File: src/inc/css_pkg.sv
package css_pkg;

    // ==========================================================
    // clock
    // ==========================================================
    localparam int unsigned CLK_PERIOD_NS = 20;
    localparam int unsigned CLK_KHZ = 50000;

    // ==========================================================
    // timing (figures in their own unit, counts derived)
    // ==========================================================
    // glitch_filter_time: least time, rounds up
    localparam int unsigned GLITCH_FILTER_TIME_NS = 10000;
    localparam int unsigned RR_CYC_DEF =
        (GLITCH_FILTER_TIME_NS + CLK_PERIOD_NS - 1) / CLK_PERIOD_NS;
    // ground_short_time: least time, rounds up
    localparam int unsigned GROUND_SHORT_TIME_US = 200;
    localparam int unsigned STG_CYC_DEF =
        (GROUND_SHORT_TIME_US * 1000 + CLK_PERIOD_NS - 1) / CLK_PERIOD_NS;
    // reset_hold_delay base step, scaled by the software select
    localparam int unsigned RESET_HOLD_DELAY_US = 10000;
    localparam int unsigned RD_CYC_DEF =
        (RESET_HOLD_DELAY_US * 1000 + CLK_PERIOD_NS - 1) / CLK_PERIOD_NS;
    // allowed ramp time of one selectable output
    localparam int unsigned RAMP_TIMEOUT_US = 2000;
    localparam int unsigned RAMP_CYC_DEF =
        (RAMP_TIMEOUT_US * 1000 + CLK_PERIOD_NS - 1) / CLK_PERIOD_NS;
    // pre-regulator switching frequency, half period in cycles
    localparam int unsigned SW_FREQ_KHZ = 2000;
    localparam int unsigned SW_HALF_CYC_DEF =
        (CLK_KHZ / (2 * SW_FREQ_KHZ) < 1) ? 1 : CLK_KHZ / (2 * SW_FREQ_KHZ);

    // ==========================================================
    // selectable outputs (reference, comm_ldo, tracker 1, tracker 2)
    // ==========================================================
    localparam int unsigned N_OUT = 4;
    localparam logic [1:0] OUT_REF = 2'h0;
    localparam logic [1:0] OUT_LAST = 2'h3;
    localparam int unsigned RD_SEL_W = 2;

    // ==========================================================
    // synchronised pin vector layout
    // ==========================================================
    localparam int unsigned PIN_W = 9;
    localparam int unsigned PI_STRAP = 0;
    localparam int unsigned PI_BUCK_INTERMEDIATE_RAIL = 1;
    localparam int unsigned PI_MICRO = 2;
    localparam int unsigned PI_OV = 3;
    localparam int unsigned PI_UV = 4;
    localparam int unsigned PI_GOOD = 5;

    typedef enum logic [2:0] {
        SEQ_START,
        SEQ_MICRO,
        SEQ_CORE,
        SEQ_RAMP,
        SEQ_DONE,
        SEQ_HALT,
        SEQ_ABORT,
        SEQ_SAFE
    } css_seq_type;

endpackage : css_pkg

File: src/verilog/css_core_supply_sequencer.sv
module css_core_supply_sequencer
    import css_pkg::*;
#(
    parameter int unsigned CNT_W = 24,
    parameter int unsigned RR_CYC = RR_CYC_DEF,
    parameter int unsigned STG_CYC = STG_CYC_DEF,
    parameter int unsigned RD_CYC = RD_CYC_DEF,
    parameter int unsigned RAMP_CYC = RAMP_CYC_DEF,
    parameter int unsigned SW_HALF = SW_HALF_CYC_DEF
) (
    input wire logic core_clk_i,
    input wire logic arst_n_i,
    input wire logic core_option_strap_i,
    input wire logic buck_intermediate_rail_ok_i,
    input wire logic micro_supply_ok_i,
    input wire logic core_mon_ov_i,
    input wire logic core_mon_uv_i,
    input wire logic [N_OUT-1:0] out_good_i,
    input wire logic sync_enable_i,
    input wire logic sync_invert_i,
    input wire logic [RD_SEL_W-1:0] reset_delay_sel_i,
    input wire logic out_req_i,
    input wire logic [N_OUT-1:0] out_cfg_i,
    input wire logic clr_ground_short_i,
    input wire logic clr_overvoltage_i,
    input wire logic clr_undervoltage_i,
    output logic standby_en_o,
    output logic buck_intermediate_rail_en_o,
    output logic micro_ldo_en_o,
    output logic [N_OUT-1:0] out_en_o,
    output logic ext_core_enable_out_o,
    output logic switcher_phase_ref_out_o,
    output logic reset_line_out_o,
    output logic init_state_o,
    output logic safe_state_o,
    output logic seq_halted_o,
    output logic seq_aborted_o,
    output logic ext_core_selected_o,
    output logic ground_short_flags_o,
    output logic overvoltage_flags_o,
    output logic undervoltage_flags_o,
    output logic [N_OUT-1:0] voltage_monitor_state_reg_o
);

    // ==========================================================
    // helpers
    // ==========================================================
    // saturating qualifier: cleared whenever its condition drops
    function automatic logic [CNT_W-1:0] qual_step(
        input logic [CNT_W-1:0] cnt,
        input logic cond,
        input logic [CNT_W-1:0] term
    );
        logic [CNT_W-1:0] res;
        res = cnt;
        if (!cond) begin
            res = '0;
        end else if (cnt < term) begin
            res = cnt + 1'b1;
        end
        return res;
    endfunction : qual_step

    localparam logic [CNT_W-1:0] RR_TERM = CNT_W'(RR_CYC);
    localparam logic [CNT_W-1:0] STG_TERM = CNT_W'(STG_CYC);
    localparam logic [CNT_W-1:0] RAMP_TERM = CNT_W'(RAMP_CYC);
    localparam logic [CNT_W-1:0] SW_TERM = CNT_W'(SW_HALF - 1);

    // ==========================================================
    // pin synchronisers (three stages, change once 2nd and 3rd agree)
    // ==========================================================
    logic [PIN_W-1:0] pin_raw;
    logic [PIN_W-1:0] s1_r, s2_r, s3_r, pin_r;
    logic [PIN_W-1:0] pin_nxt;

    assign pin_raw = {out_good_i, core_mon_uv_i, core_mon_ov_i, micro_supply_ok_i,
                      buck_intermediate_rail_ok_i, core_option_strap_i};

    always_comb begin
        pin_nxt = (s2_r & s3_r) | (pin_r & (s2_r | s3_r));
    end

    always_ff @(posedge core_clk_i or negedge arst_n_i) begin
        if (!arst_n_i) begin
            s1_r <= '0;
            s2_r <= '0;
            s3_r <= '0;
            pin_r <= '0;
        end else begin
            s1_r <= pin_raw;
            s2_r <= s1_r;
            s3_r <= s2_r;
            pin_r <= pin_nxt;
        end
    end

    // ==========================================================
    // sequencer, monitor and outputs
    // ==========================================================
    css_seq_type seq_r, seq_nxt;
    logic [1:0] idx_r, idx_nxt;
    logic [CNT_W-1:0] ramp_cnt_r, ramp_cnt_nxt;
    logic [CNT_W-1:0] ov_cnt_r, ov_cnt_nxt;
    logic [CNT_W-1:0] uv_cnt_r, uv_cnt_nxt;
    logic [CNT_W-1:0] stg_cnt_r, stg_cnt_nxt;
    logic [CNT_W-1:0] rd_cnt_r, rd_cnt_nxt;
    logic [CNT_W-1:0] sw_cnt_r, sw_cnt_nxt;
    logic sw_phase_r, sw_phase_nxt;
    logic ext_sel_r, ext_sel_nxt;
    logic sel_done_r, sel_done_nxt;
    logic core_up_r, core_up_nxt;
    logic standby_nxt, buck_intermediate_rail_nxt, micro_nxt, ext_en_nxt, sync_nxt, rst_nxt;
    logic init_nxt, safe_nxt, halt_nxt, abort_nxt;
    logic gs_nxt, ov_nxt, uv_nxt;
    logic [N_OUT-1:0] out_en_nxt, mon_nxt;
    logic [CNT_W-1:0] rd_term;
    logic ov_hit, uv_hit, stg_hit, core_ok, rd_cond, in_seq;

    assign rd_term = CNT_W'(RD_CYC) << reset_delay_sel_i;

    always_comb begin
        seq_nxt = seq_r;
        idx_nxt = idx_r;
        ext_sel_nxt = ext_sel_r;
        sel_done_nxt = sel_done_r;
        core_up_nxt = core_up_r;
        standby_nxt = standby_en_o;
        buck_intermediate_rail_nxt = buck_intermediate_rail_en_o;
        micro_nxt = micro_ldo_en_o;
        ext_en_nxt = ext_core_enable_out_o;
        out_en_nxt = out_en_o;
        halt_nxt = seq_halted_o;
        abort_nxt = seq_aborted_o;
        in_seq = (seq_r == SEQ_CORE) || (seq_r == SEQ_RAMP);

        // monitor qualification; a collapse from regulator thermal stop looks
        // the same at the input as any under-voltage
        ov_cnt_nxt = qual_step(ov_cnt_r, ext_sel_r & pin_r[PI_OV], RR_TERM);
        uv_cnt_nxt = qual_step(uv_cnt_r, core_up_r & pin_r[PI_UV], RR_TERM);
        stg_cnt_nxt = qual_step(stg_cnt_r, core_up_r & pin_r[PI_UV], STG_TERM);
        ov_hit = (ov_cnt_nxt == RR_TERM) && (seq_r != SEQ_SAFE);
        uv_hit = (uv_cnt_nxt == RR_TERM);
        stg_hit = (stg_cnt_nxt == STG_TERM) && (seq_r != SEQ_SAFE);
        ramp_cnt_nxt = qual_step(ramp_cnt_r, seq_r == SEQ_RAMP, RAMP_TERM);

        case (seq_r)
            SEQ_START: begin
                standby_nxt = 1'b1;
                buck_intermediate_rail_nxt = 1'b1;
                if (pin_r[PI_BUCK_INTERMEDIATE_RAIL]) begin
                    micro_nxt = 1'b1;
                    seq_nxt = SEQ_MICRO;
                end
            end
            SEQ_MICRO: begin
                if (pin_r[PI_MICRO]) begin
                    // open strap reads high through the pad pull-up
                    ext_sel_nxt = pin_r[PI_STRAP];
                    sel_done_nxt = 1'b1;
                    if (pin_r[PI_STRAP]) begin
                        ext_en_nxt = pin_r[PI_BUCK_INTERMEDIATE_RAIL];
                        seq_nxt = SEQ_CORE;
                    end else begin
                        out_en_nxt[OUT_REF] = 1'b1;
                        idx_nxt = OUT_REF;
                        seq_nxt = SEQ_RAMP;
                    end
                end
            end
            SEQ_CORE: begin
                ext_en_nxt = pin_r[PI_BUCK_INTERMEDIATE_RAIL];
                if (ext_core_enable_out_o && !pin_r[PI_UV] && !pin_r[PI_OV]) begin
                    core_up_nxt = 1'b1;
                    out_en_nxt[OUT_REF] = 1'b1;
                    idx_nxt = OUT_REF;
                    seq_nxt = SEQ_RAMP;
                end
            end
            SEQ_RAMP: begin
                if (pin_r[PI_GOOD + 32'(idx_r)]) begin
                    if (idx_r == OUT_LAST) begin
                        seq_nxt = SEQ_DONE;
                    end else begin
                        idx_nxt = idx_r + 2'h1;
                        out_en_nxt[idx_r + 2'h1] = 1'b1;
                    end
                    ramp_cnt_nxt = '0;
                end else if (ramp_cnt_nxt == RAMP_TERM) begin
                    halt_nxt = 1'b1;
                    seq_nxt = SEQ_HALT;
                end
            end
            SEQ_DONE, SEQ_HALT, SEQ_ABORT: begin
                if (out_req_i) begin
                    out_en_nxt = out_cfg_i;
                end
            end
            SEQ_SAFE: begin
                buck_intermediate_rail_nxt = 1'b0;
                micro_nxt = 1'b0;
                out_en_nxt = '0;
            end
            default: begin
                seq_nxt = SEQ_SAFE;
            end
        endcase

        // software request while ramping wins over the automatic sequence
        if (in_seq && out_req_i) begin
            out_en_nxt = out_cfg_i;
            abort_nxt = 1'b1;
            seq_nxt = SEQ_ABORT;
            if (seq_r == SEQ_CORE && !core_up_r) begin
                core_up_nxt = 1'b1;
            end
        end

        // protective events override everything above except standby, the option selection, the output index and the halt and abort flags
        if (ov_hit || stg_hit) begin
            seq_nxt = SEQ_SAFE;
            ext_en_nxt = 1'b0;
            core_up_nxt = 1'b0;
            out_en_nxt = '0;
            buck_intermediate_rail_nxt = 1'b0;
            micro_nxt = 1'b0;
        end else if (seq_r == SEQ_SAFE) begin
            ext_en_nxt = 1'b0;
        end

        // reset delay; short under-voltage keeps the regulator on
        core_ok = !ext_sel_r || (core_up_r && !uv_hit);
        rd_cond = sel_done_r && pin_r[PI_MICRO] && core_ok && (seq_nxt != SEQ_SAFE);
        rd_cnt_nxt = qual_step(rd_cnt_r, rd_cond, rd_term);
        rst_nxt = rd_cond && (rd_cnt_nxt == rd_term);
        init_nxt = !rst_nxt && (seq_nxt != SEQ_SAFE);
        safe_nxt = (seq_nxt == SEQ_SAFE);

        // sticky flags, a new event beats a same-cycle clear
        gs_nxt = stg_hit | (ground_short_flags_o & ~clr_ground_short_i);
        ov_nxt = ov_hit | (overvoltage_flags_o & ~clr_overvoltage_i);
        uv_nxt = uv_hit | (undervoltage_flags_o & ~clr_undervoltage_i);
        mon_nxt = out_en_nxt & pin_r[PI_GOOD +: N_OUT];

        // switching reference and its copy on the sync pin
        sw_cnt_nxt = (sw_cnt_r >= SW_TERM) ? '0 : sw_cnt_r + 1'b1;
        sw_phase_nxt = (sw_cnt_r >= SW_TERM) ? ~sw_phase_r : sw_phase_r;
        sync_nxt = sync_enable_i & (sw_phase_nxt ^ sync_invert_i);
    end

    always_ff @(posedge core_clk_i or negedge arst_n_i) begin
        if (!arst_n_i) begin
            seq_r <= SEQ_START;
            idx_r <= OUT_REF;
            ramp_cnt_r <= '0;
            ov_cnt_r <= '0;
            uv_cnt_r <= '0;
            stg_cnt_r <= '0;
            rd_cnt_r <= '0;
            sw_cnt_r <= '0;
            sw_phase_r <= 1'b0;
            ext_sel_r <= 1'b0;
            sel_done_r <= 1'b0;
            core_up_r <= 1'b0;
            standby_en_o <= 1'b0;
            buck_intermediate_rail_en_o <= 1'b0;
            micro_ldo_en_o <= 1'b0;
            out_en_o <= '0;
            ext_core_enable_out_o <= 1'b0;
            switcher_phase_ref_out_o <= 1'b0;
            reset_line_out_o <= 1'b0;
            init_state_o <= 1'b1;
            safe_state_o <= 1'b0;
            seq_halted_o <= 1'b0;
            seq_aborted_o <= 1'b0;
            ext_core_selected_o <= 1'b0;
            ground_short_flags_o <= 1'b0;
            overvoltage_flags_o <= 1'b0;
            undervoltage_flags_o <= 1'b0;
            voltage_monitor_state_reg_o <= '0;
        end else begin
            seq_r <= seq_nxt;
            idx_r <= idx_nxt;
            ramp_cnt_r <= ramp_cnt_nxt;
            ov_cnt_r <= ov_cnt_nxt;
            uv_cnt_r <= uv_cnt_nxt;
            stg_cnt_r <= stg_cnt_nxt;
            rd_cnt_r <= rd_cnt_nxt;
            sw_cnt_r <= sw_cnt_nxt;
            sw_phase_r <= sw_phase_nxt;
            ext_sel_r <= ext_sel_nxt;
            sel_done_r <= sel_done_nxt;
            core_up_r <= core_up_nxt;
            standby_en_o <= standby_nxt;
            buck_intermediate_rail_en_o <= buck_intermediate_rail_nxt;
            micro_ldo_en_o <= micro_nxt;
            out_en_o <= out_en_nxt;
            ext_core_enable_out_o <= ext_en_nxt;
            switcher_phase_ref_out_o <= sync_nxt;
            reset_line_out_o <= rst_nxt;
            init_state_o <= init_nxt;
            safe_state_o <= safe_nxt;
            seq_halted_o <= halt_nxt;
            seq_aborted_o <= abort_nxt;
            ext_core_selected_o <= ext_sel_nxt;
            ground_short_flags_o <= gs_nxt;
            overvoltage_flags_o <= ov_nxt;
            undervoltage_flags_o <= uv_nxt;
            voltage_monitor_state_reg_o <= mon_nxt;
        end
    end

endmodule : css_core_supply_sequencer

File: config.mk
export PLATFORM = sky130hd
export DESIGN_NAME = css_core_supply_sequencer
export DESIGN_NICKNAME = d
export VERILOG_FILES = /design/src/inc/css_pkg.sv /design/src/verilog/css_core_supply_sequencer.sv
export SDC_FILE = /design/constraint.sdc
export NUM_CORES = 1
export LEC_CHECK = 0
export BUFFER_PORTS_ARGS = -buffer_cell sky130_fd_sc_hd__buf_2
export CAP_MARGIN = 40
export CORE_MARGIN = 2
export CORE_UTILIZATION = 56
export CTS_CLUSTER_SIZE = 10
export DETAILED_ROUTE_END_ITERATION = 6
export PLACE_DENSITY = 0.76
export SLEW_MARGIN = 20
export SYNTH_ARGS = -nofsm -noshare
export SYNTH_HDL_FRONTEND = slang
export SYNTH_SLANG_ARGS = --single-unit
File: constraint.sdc
create_clock -name core_clk_i -period 3.1 [get_ports core_clk_i]
set_input_delay 0.465 -clock core_clk_i [delete_from_list [all_inputs] [get_ports core_clk_i]]
set_output_delay 0.465 -clock core_clk_i [all_outputs]
set_load 0.005 [all_outputs]
==> flow_metrics.tcl, run 1 <==
set metrics [dict create \
    synth_top_flop_cell "dfrtp_1" \
    drive_gt1_frac 0.256 \
    clk_latency_ns 0.52 \
    firstDrtPassIters 5 \
    routed_wl_um 23800 \
    cts_tree "done" \
    required_ns 3.55 \
    wl_per_cell_um 16.8 \
    ys_seq_area_frac 0.526 \
    synth-seq-cells 210 \
    place.gp.congestion 0.904 \
    peakVddDrop_v 0.000547 \
    critPathMaxFanout 7 \
    outcome "complete, but fails checks" \
    finalCriticalPeriod_ns 3.43 \
    cp-start-kind "flip-flop" \
    critPathKind "flip-flop to flip-flop" \
    final_area_um2 12800 \
    max_stage_delay_ns 0.59 \
    io_pins 45 \
    ys_types 74 \
    via_count 8239 \
    viasPerCell 5.80 \
    root_buffer "clkbuf_16" \
    slew_headroom 0.566 \
    diodes 0 \
    die-area_um2 18900 \
    finalWorstSetupSlack_ns -0.331 \
    rsz0062_at_grt "yes" \
    synth_common_cells "209 x dfrtp_1, 107 x nor2_1, 68 x nand2_1" \
    r2r_cells 11 \
    fp.dieW_um 138 \
    start_util 0.576 \
    grt-ovfl-total 0 \
    htree_levels 1 \
    powerDensity_nw_per_um2 453 \
    grt_start_max_net_pins 98 \
    antenna_found_initial 0 \
    hold_slack_ns 0.0503 \
    grt_pass1_wl_um 39500 \
    hold_path_depth 1 \
    dp_slack_ns -0.746 \
    port_buffers 44 \
    netlist_area_um2 10000 \
    hold_class "input pin to flip-flop" \
    slew_viol_final 0 \
    grt_pass1_vias 8035 \
    yosysMostFrequentCell "dfrtp_1" \
    die_h_um 138 \
    critical-path-top-delay-family "simple AND/OR/NAND/NOR gates" \
    areaGrowthSynthToFinish_pct 27.7 \
    clockBufferDepth 3 \
    drtIter0Drc 577 \
    cp.depth 11 \
    core-area_um2 17400 \
    crit_chain "or4_4 > or4_4 > buf_4 > o31ai_4 > a21oi_4 > nor4b_2 > a22oi_2 > nand2_2 > or2_4 > a2111oi_4 > o21a_1" \
    setup_viol 36 \
    dpl.hpwl_um 15900 \
    skew_ns 0.0110 \
    arrival_ns 3.88 \
    cp_common_cell "or4_4" \
    timing.final.crit_share 1.11 \
    dp.cells 1359 \
    placed_area_um2 11600 \
    cts-buffers-inserted 25 \
    cts.sinks 210 \
    fmax_ghz 0.291 \
    grt_usage 0.260 \
    finalHoldViolations 0 \
    nNetsFinal 1235 \
    ant_nets 0 \
    syn_inst 983 \
    fin_setup_tns_ns -6.39 \
    maxCapViolations 0 \
    finalCoreUtilization 0.736 \
    yosysTopAreaCell "dfrtp_1" \
    leakagePower_nw 5.92 \
    synth-edff-count 0 \
    finalPower_mw 5.79 \
    worst-path-buf-inv 1 \
    yosys_warnings 0 \
    clk_pin_slew_ns 0.06 \
    violations "setup timing" \
    drc 0 \
    synthArstFlopShare 1.00 \
    synth_area_leaders "dfrtp_1 52%, nor2_1 4.0%, and3_1 3.6%" \
    slowest_stage "or4_4" \
    fp-row-count 48 \
    layout.cells.non_filler 1420 \
    syn_area_per_cell_um2 10.2 \
    endpoint_kind "flip-flop" \
    synth.top_cell.area_share 0.523 \
    worstMarginPinSlew_ns 0.650 \
]
-- flip-flops by register name, summed over array words and instances, names as in the netlist, 4 cells and up --
| register | cells |
|---|---|
| ov_cnt_r | 24 |
| ramp_cnt_r | 24 |
| rd_cnt_r | 24 |
| stg_cnt_r | 24 |
| sw_cnt_r | 24 |
| uv_cnt_r | 24 |
| pin_r | 9 |
| s1_r | 9 |
| s2_r | 9 |
| s3_r | 9 |
| out_en_o | 4 |
| voltage_monitor_state_reg_o | 4 |
-- final cells by class --
type                       count  area, µm²
timing repair buffer         198       1530
tap                          225        282
inverter                      27        120
clock inverter                 2       25.0
clock buffer                  35        693
fill                        1183       4590
multi-input combinational    723       4860
sequential                   210       5260
-- report_power, final --
| part | switching, mW | total, mW | internal, mW |
|---|---|---|---|
| logic | 0.194 | 0.337 | 0.142 |
| registers | 0.0499 | 2.86 | 2.81 |
| clock network | 1.05 | 2.59 | 1.54 |
| total | 1.30 | 5.79 | 4.49 |
-- per-layer routing --
layer | routed length, µm | up-vias | GRT usage
li1 | - | 3897 | -
met1 | 10500 | 4029 | 0.363
met2 | 11500 | 250 | 0.423
met3 | 1160 | 63 | 0.0408
met4 | 637 | 0 | 0.0808
met5 | 0 | - | 0
-- logic make-up (layout without fill, tap and decap cells) --
| group | after synthesis | in the layout | share of synthesized area |
|---|---|---|---|
| AO/OA/AOI/OAI | 148 | 148 | 0.0984 |
| XOR/XNOR | 58 | 58 | 0.0508 |
| adder cells (fa/ha/maj) | 36 | 36 | 0.0428 |
| buffers and inverters | 69 | 262 | 0.0270 |
| flip-flops | 210 | 210 | 0.526 |
| multiplexers | 9 | 9 | 0.0105 |
| other | 1 | 20 | 0.000375 |
| AND/OR/NAND/NOR | 452 | 452 | 0.244 |
-- final timing paths --
check | startpoint | endpoint | slack (ns)
max | stg_cnt_r[15]$_DFF_PN0_ | reset_line_out_o$_DFF_PN0_ | -0.33
min | out_good_i[0] | s1_r[5]$_DFF_PN0_ | 0.05
max reg2reg | stg_cnt_r[15]$_DFF_PN0_ | reset_line_out_o$_DFF_PN0_ | -0.33
min reg2reg | s1_r[7]$_DFF_PN0_ | s2_r[7]$_DFF_PN0_ | 0.34
max in group asynchronous | arst_n_i | rd_cnt_r[17]$_DFF_PN0_ | 1.91
min in group asynchronous | arst_n_i | stg_cnt_r[0]$_DFF_PN0_ | 0.39
-- timing repair --
action / 4_1_cts / 5_1_grt
hold buffers: 1 / 0
gates cloned: 0 / 2
pin swaps: 18 / 16
setup endpoints to repair: 35 / 42
gates resized for setup: 29 / 31
setup buffers: 15 / 8
endpoints found under the hold margin: 25 / 0
-- placed cells by master (no fill, tap or decap), types with 7 or more instances in the layout --
cell	n
nand2_1	66
o21ai_0	28
buf_2	43
buf_6	11
or2_2	8
or4_4	7
maj3_1	9
nor2b_1	9
dfrtp_1	208
inv_1	22
conb_1	20
and4_1	9
nand4_1	21
buf_4	135
xor2_1	30
nor2_1	100
nand3_1	34
and2_1	23
ha_1	23
a21oi_1	34
or4_1	7
and3_1	56
clkbuf_16	27
nor4_1	19
a31oi_1	10
clkbuf_1	7
xnor2_1	27
or3_1	16
a211oi_1	9
nor3_1	17
nor3b_1	8
Note: power is estimated with default switching activity, not from simulation.
==> run 2, diff against run 1 <==
==> constraint.sdc (replaced) <==
create_clock -name core_clk_i -period 3.1 [get_ports core_clk_i]
set_input_delay 0.62 -clock core_clk_i [delete_from_list [all_inputs] [get_ports core_clk_i]]
set_output_delay 0.62 -clock core_clk_i [all_outputs]
set_load 0.005 [all_outputs]
==> flow_metrics.tcl, run 2 (synthesis results as in run 1) <==
set metrics [dict create \
    fp.dieW_um 138 \
    drive_gt1_frac 0.249 \
    max_stage_delay_ns 0.58 \
    finalPower_mw 5.74 \
    fmax_ghz 0.291 \
    violations "setup timing" \
    ant_nets 0 \
    cts.sinks 210 \
    cts_tree "done" \
    setup_viol 42 \
    areaGrowthSynthToFinish_pct 26.4 \
    use_met1 0.362 \
    finalWorstSetupSlack_ns -0.338 \
    core-area_um2 17400 \
    drtIter0Drc 612 \
    maxCapViolations 0 \
    firstDrtPassIters 5 \
    worstMarginPinSlew_ns 0.695 \
    clockPowerShare 0.443 \
    dpl.hpwl_um 15800 \
    dp.cells 1364 \
    critical-path-top-delay-family "simple AND/OR/NAND/NOR gates" \
    p_int_mw 4.44 \
    clk_latency_ns 0.53 \
    switching_share 0.226 \
    slowest_stage "or4_4" \
    layout_commonest_cell "dfrtp_1" \
    netSwitchingPower_mw 1.30 \
    slew_viol_final 0 \
    finalCriticalPeriod_ns 3.44 \
    crit_chain "or4_4 > or4_4 > or4_4 > a21oi_4 > nor4b_4 > a22oi_2 > nand2_2 > or2_4 > a2111oi_4 > o21a_1" \
    hold_slack_ns 0.0563 \
    die-area_um2 18900 \
    timing.final.crit_share 1.11 \
    grt_start_max_net_pins 76 \
    fp-row-count 48 \
    worst-path-buf-inv 0 \
    arrival_ns 3.90 \
    fin_setup_tns_ns -9.18 \
    grt_pass1_vias 8056 \
    layout_common_cells "209 x dfrtp_1, 140 x buf_4, 106 x nor2_1" \
    nNetsFinal 1233 \
    htree_levels 1 \
    finalHoldViolations 0 \
    outcome "complete, but fails checks" \
    antenna_found_initial 0 \
    required_ns 3.56 \
    root_buffer "clkbuf_16" \
    layout.cells.non_filler 1413 \
    viasPerCell 5.84 \
    grtUsageMet2 0.430 \
    leakagePower_nw 5.86 \
    wl_per_cell_um 16.9 \
    busiest_layer "met2" \
    p_comb_frac 0.059 \
    grt_usage 0.259 \
    grt_pass1_wl_um 39100 \
    grt-ovfl-total 0 \
    critPathKind "flip-flop to flip-flop" \
    skew_ns 0.0110 \
    rsz0062_at_grt "yes" \
    port_buffers 44 \
    drc 0 \
    grt_use_met3 0.0353 \
    start_util 0.576 \
    via_count 8253 \
    clk_pin_slew_ns 0.05 \
    hold_class "input pin to async pin" \
    powerDensity_nw_per_um2 454 \
    routed_wl_um 23800 \
    io_pins 45 \
    pwr-share-seq 0.497 \
    endpoint_kind "flip-flop" \
    peakVddDrop_v 0.000483 \
    place.gp.congestion 0.956 \
    diodes 0 \
    cp_common_cell "or4_4" \
    slew_headroom 0.525 \
    cts-buffers-inserted 25 \
    critPathMaxFanout 6 \
    clockBufferDepth 3 \
    die_h_um 138 \
    cp-start-kind "flip-flop" \
]
[run 2: cell types whose count changed in the layout (fill, tap and decap cells not counted), moves of 3 or more]
cell,delta
buf_4,+5
clkbuf_1,-4
nor2_2,-5
nor2_1,+6
buf_6,-4
nor3_1,+3
[run 2: final timing paths]
kind | startpoint | to | slack [ns] | depth (start not counted)
min in group core_clk_i | buck_intermediate_rail_ok_i | s1_r[1]$_DFF_PN0_ | 0.20 | 1
worst max register to register | stg_cnt_r[15]$_DFF_PN0_ | reset_line_out_o$_DFF_PN0_ | -0.34 | 10
worst max-delay path | stg_cnt_r[15]$_DFF_PN0_ | reset_line_out_o$_DFF_PN0_ | -0.34 | 10
worst min register to register | s1_r[5]$_DFF_PN0_ | s2_r[5]$_DFF_PN0_ | 0.35 | 0
max in group asynchronous | arst_n_i | rd_cnt_r[23]$_DFF_PN0_ | 2.30 | 2
worst min-delay path | arst_n_i | stg_cnt_r[10]$_DFF_PN0_ | 0.06 | 1
[run 2: cell type report]
class | instances | area (µm²)
sequential | 210 | 5260
multi-input combinational | 723 | 4820
fill | 1211 | 4720
timing repair buffer | 196 | 1470
clock buffer | 30 | 664
tap | 225 | 282
inverter | 27 | 120
clock inverter | 2 | 25.0
[run 2: power groups by stage]
stage / clock [mW] / sequential (mW) / combinational [mW]
6_report: 2.55 / 2.86 / 0.340
5_1_grt: 2.70 / 2.86 / 0.383
4_1_cts: 2.59 / 2.86 / 0.338
3_5_place_dp: 0 / 2.90 / 0.323
3_3_place_gp: 0 / 2.90 / 0.316
2_1_floorplan: 0 / 2.89 / 0.160
[run 2: routing by layer]
metal,share of wire,vias up,routed length (µm)
met2,0.48,280,11500
met5,0,-,0
li1,-,3897,-
met3,0.052,61,1230
met4,0.026,0,610
met1,0.44,4015,10500
[run 2: stage by stage]
step / cell area, µm² / utilization / setup WS, ns
floorplan: 10200 / - / -0.413
global placement: 11600 / 0.668 / -0.851
detailed placement: 11600 / 0.668 / -0.907
CTS: 12500 / 0.720 / -0.318
global route: 12600 / 0.728 / -0.418
finish: 12600 / 0.728 / -0.338
[run 2: timing repair]
item	CTS	global route
gates resized for setup	32	19
pin swaps	20	19
endpoints found under the setup margin	34	43
setup buffers	11	6
hold buffers	0	0
hold endpoints to repair	0	0
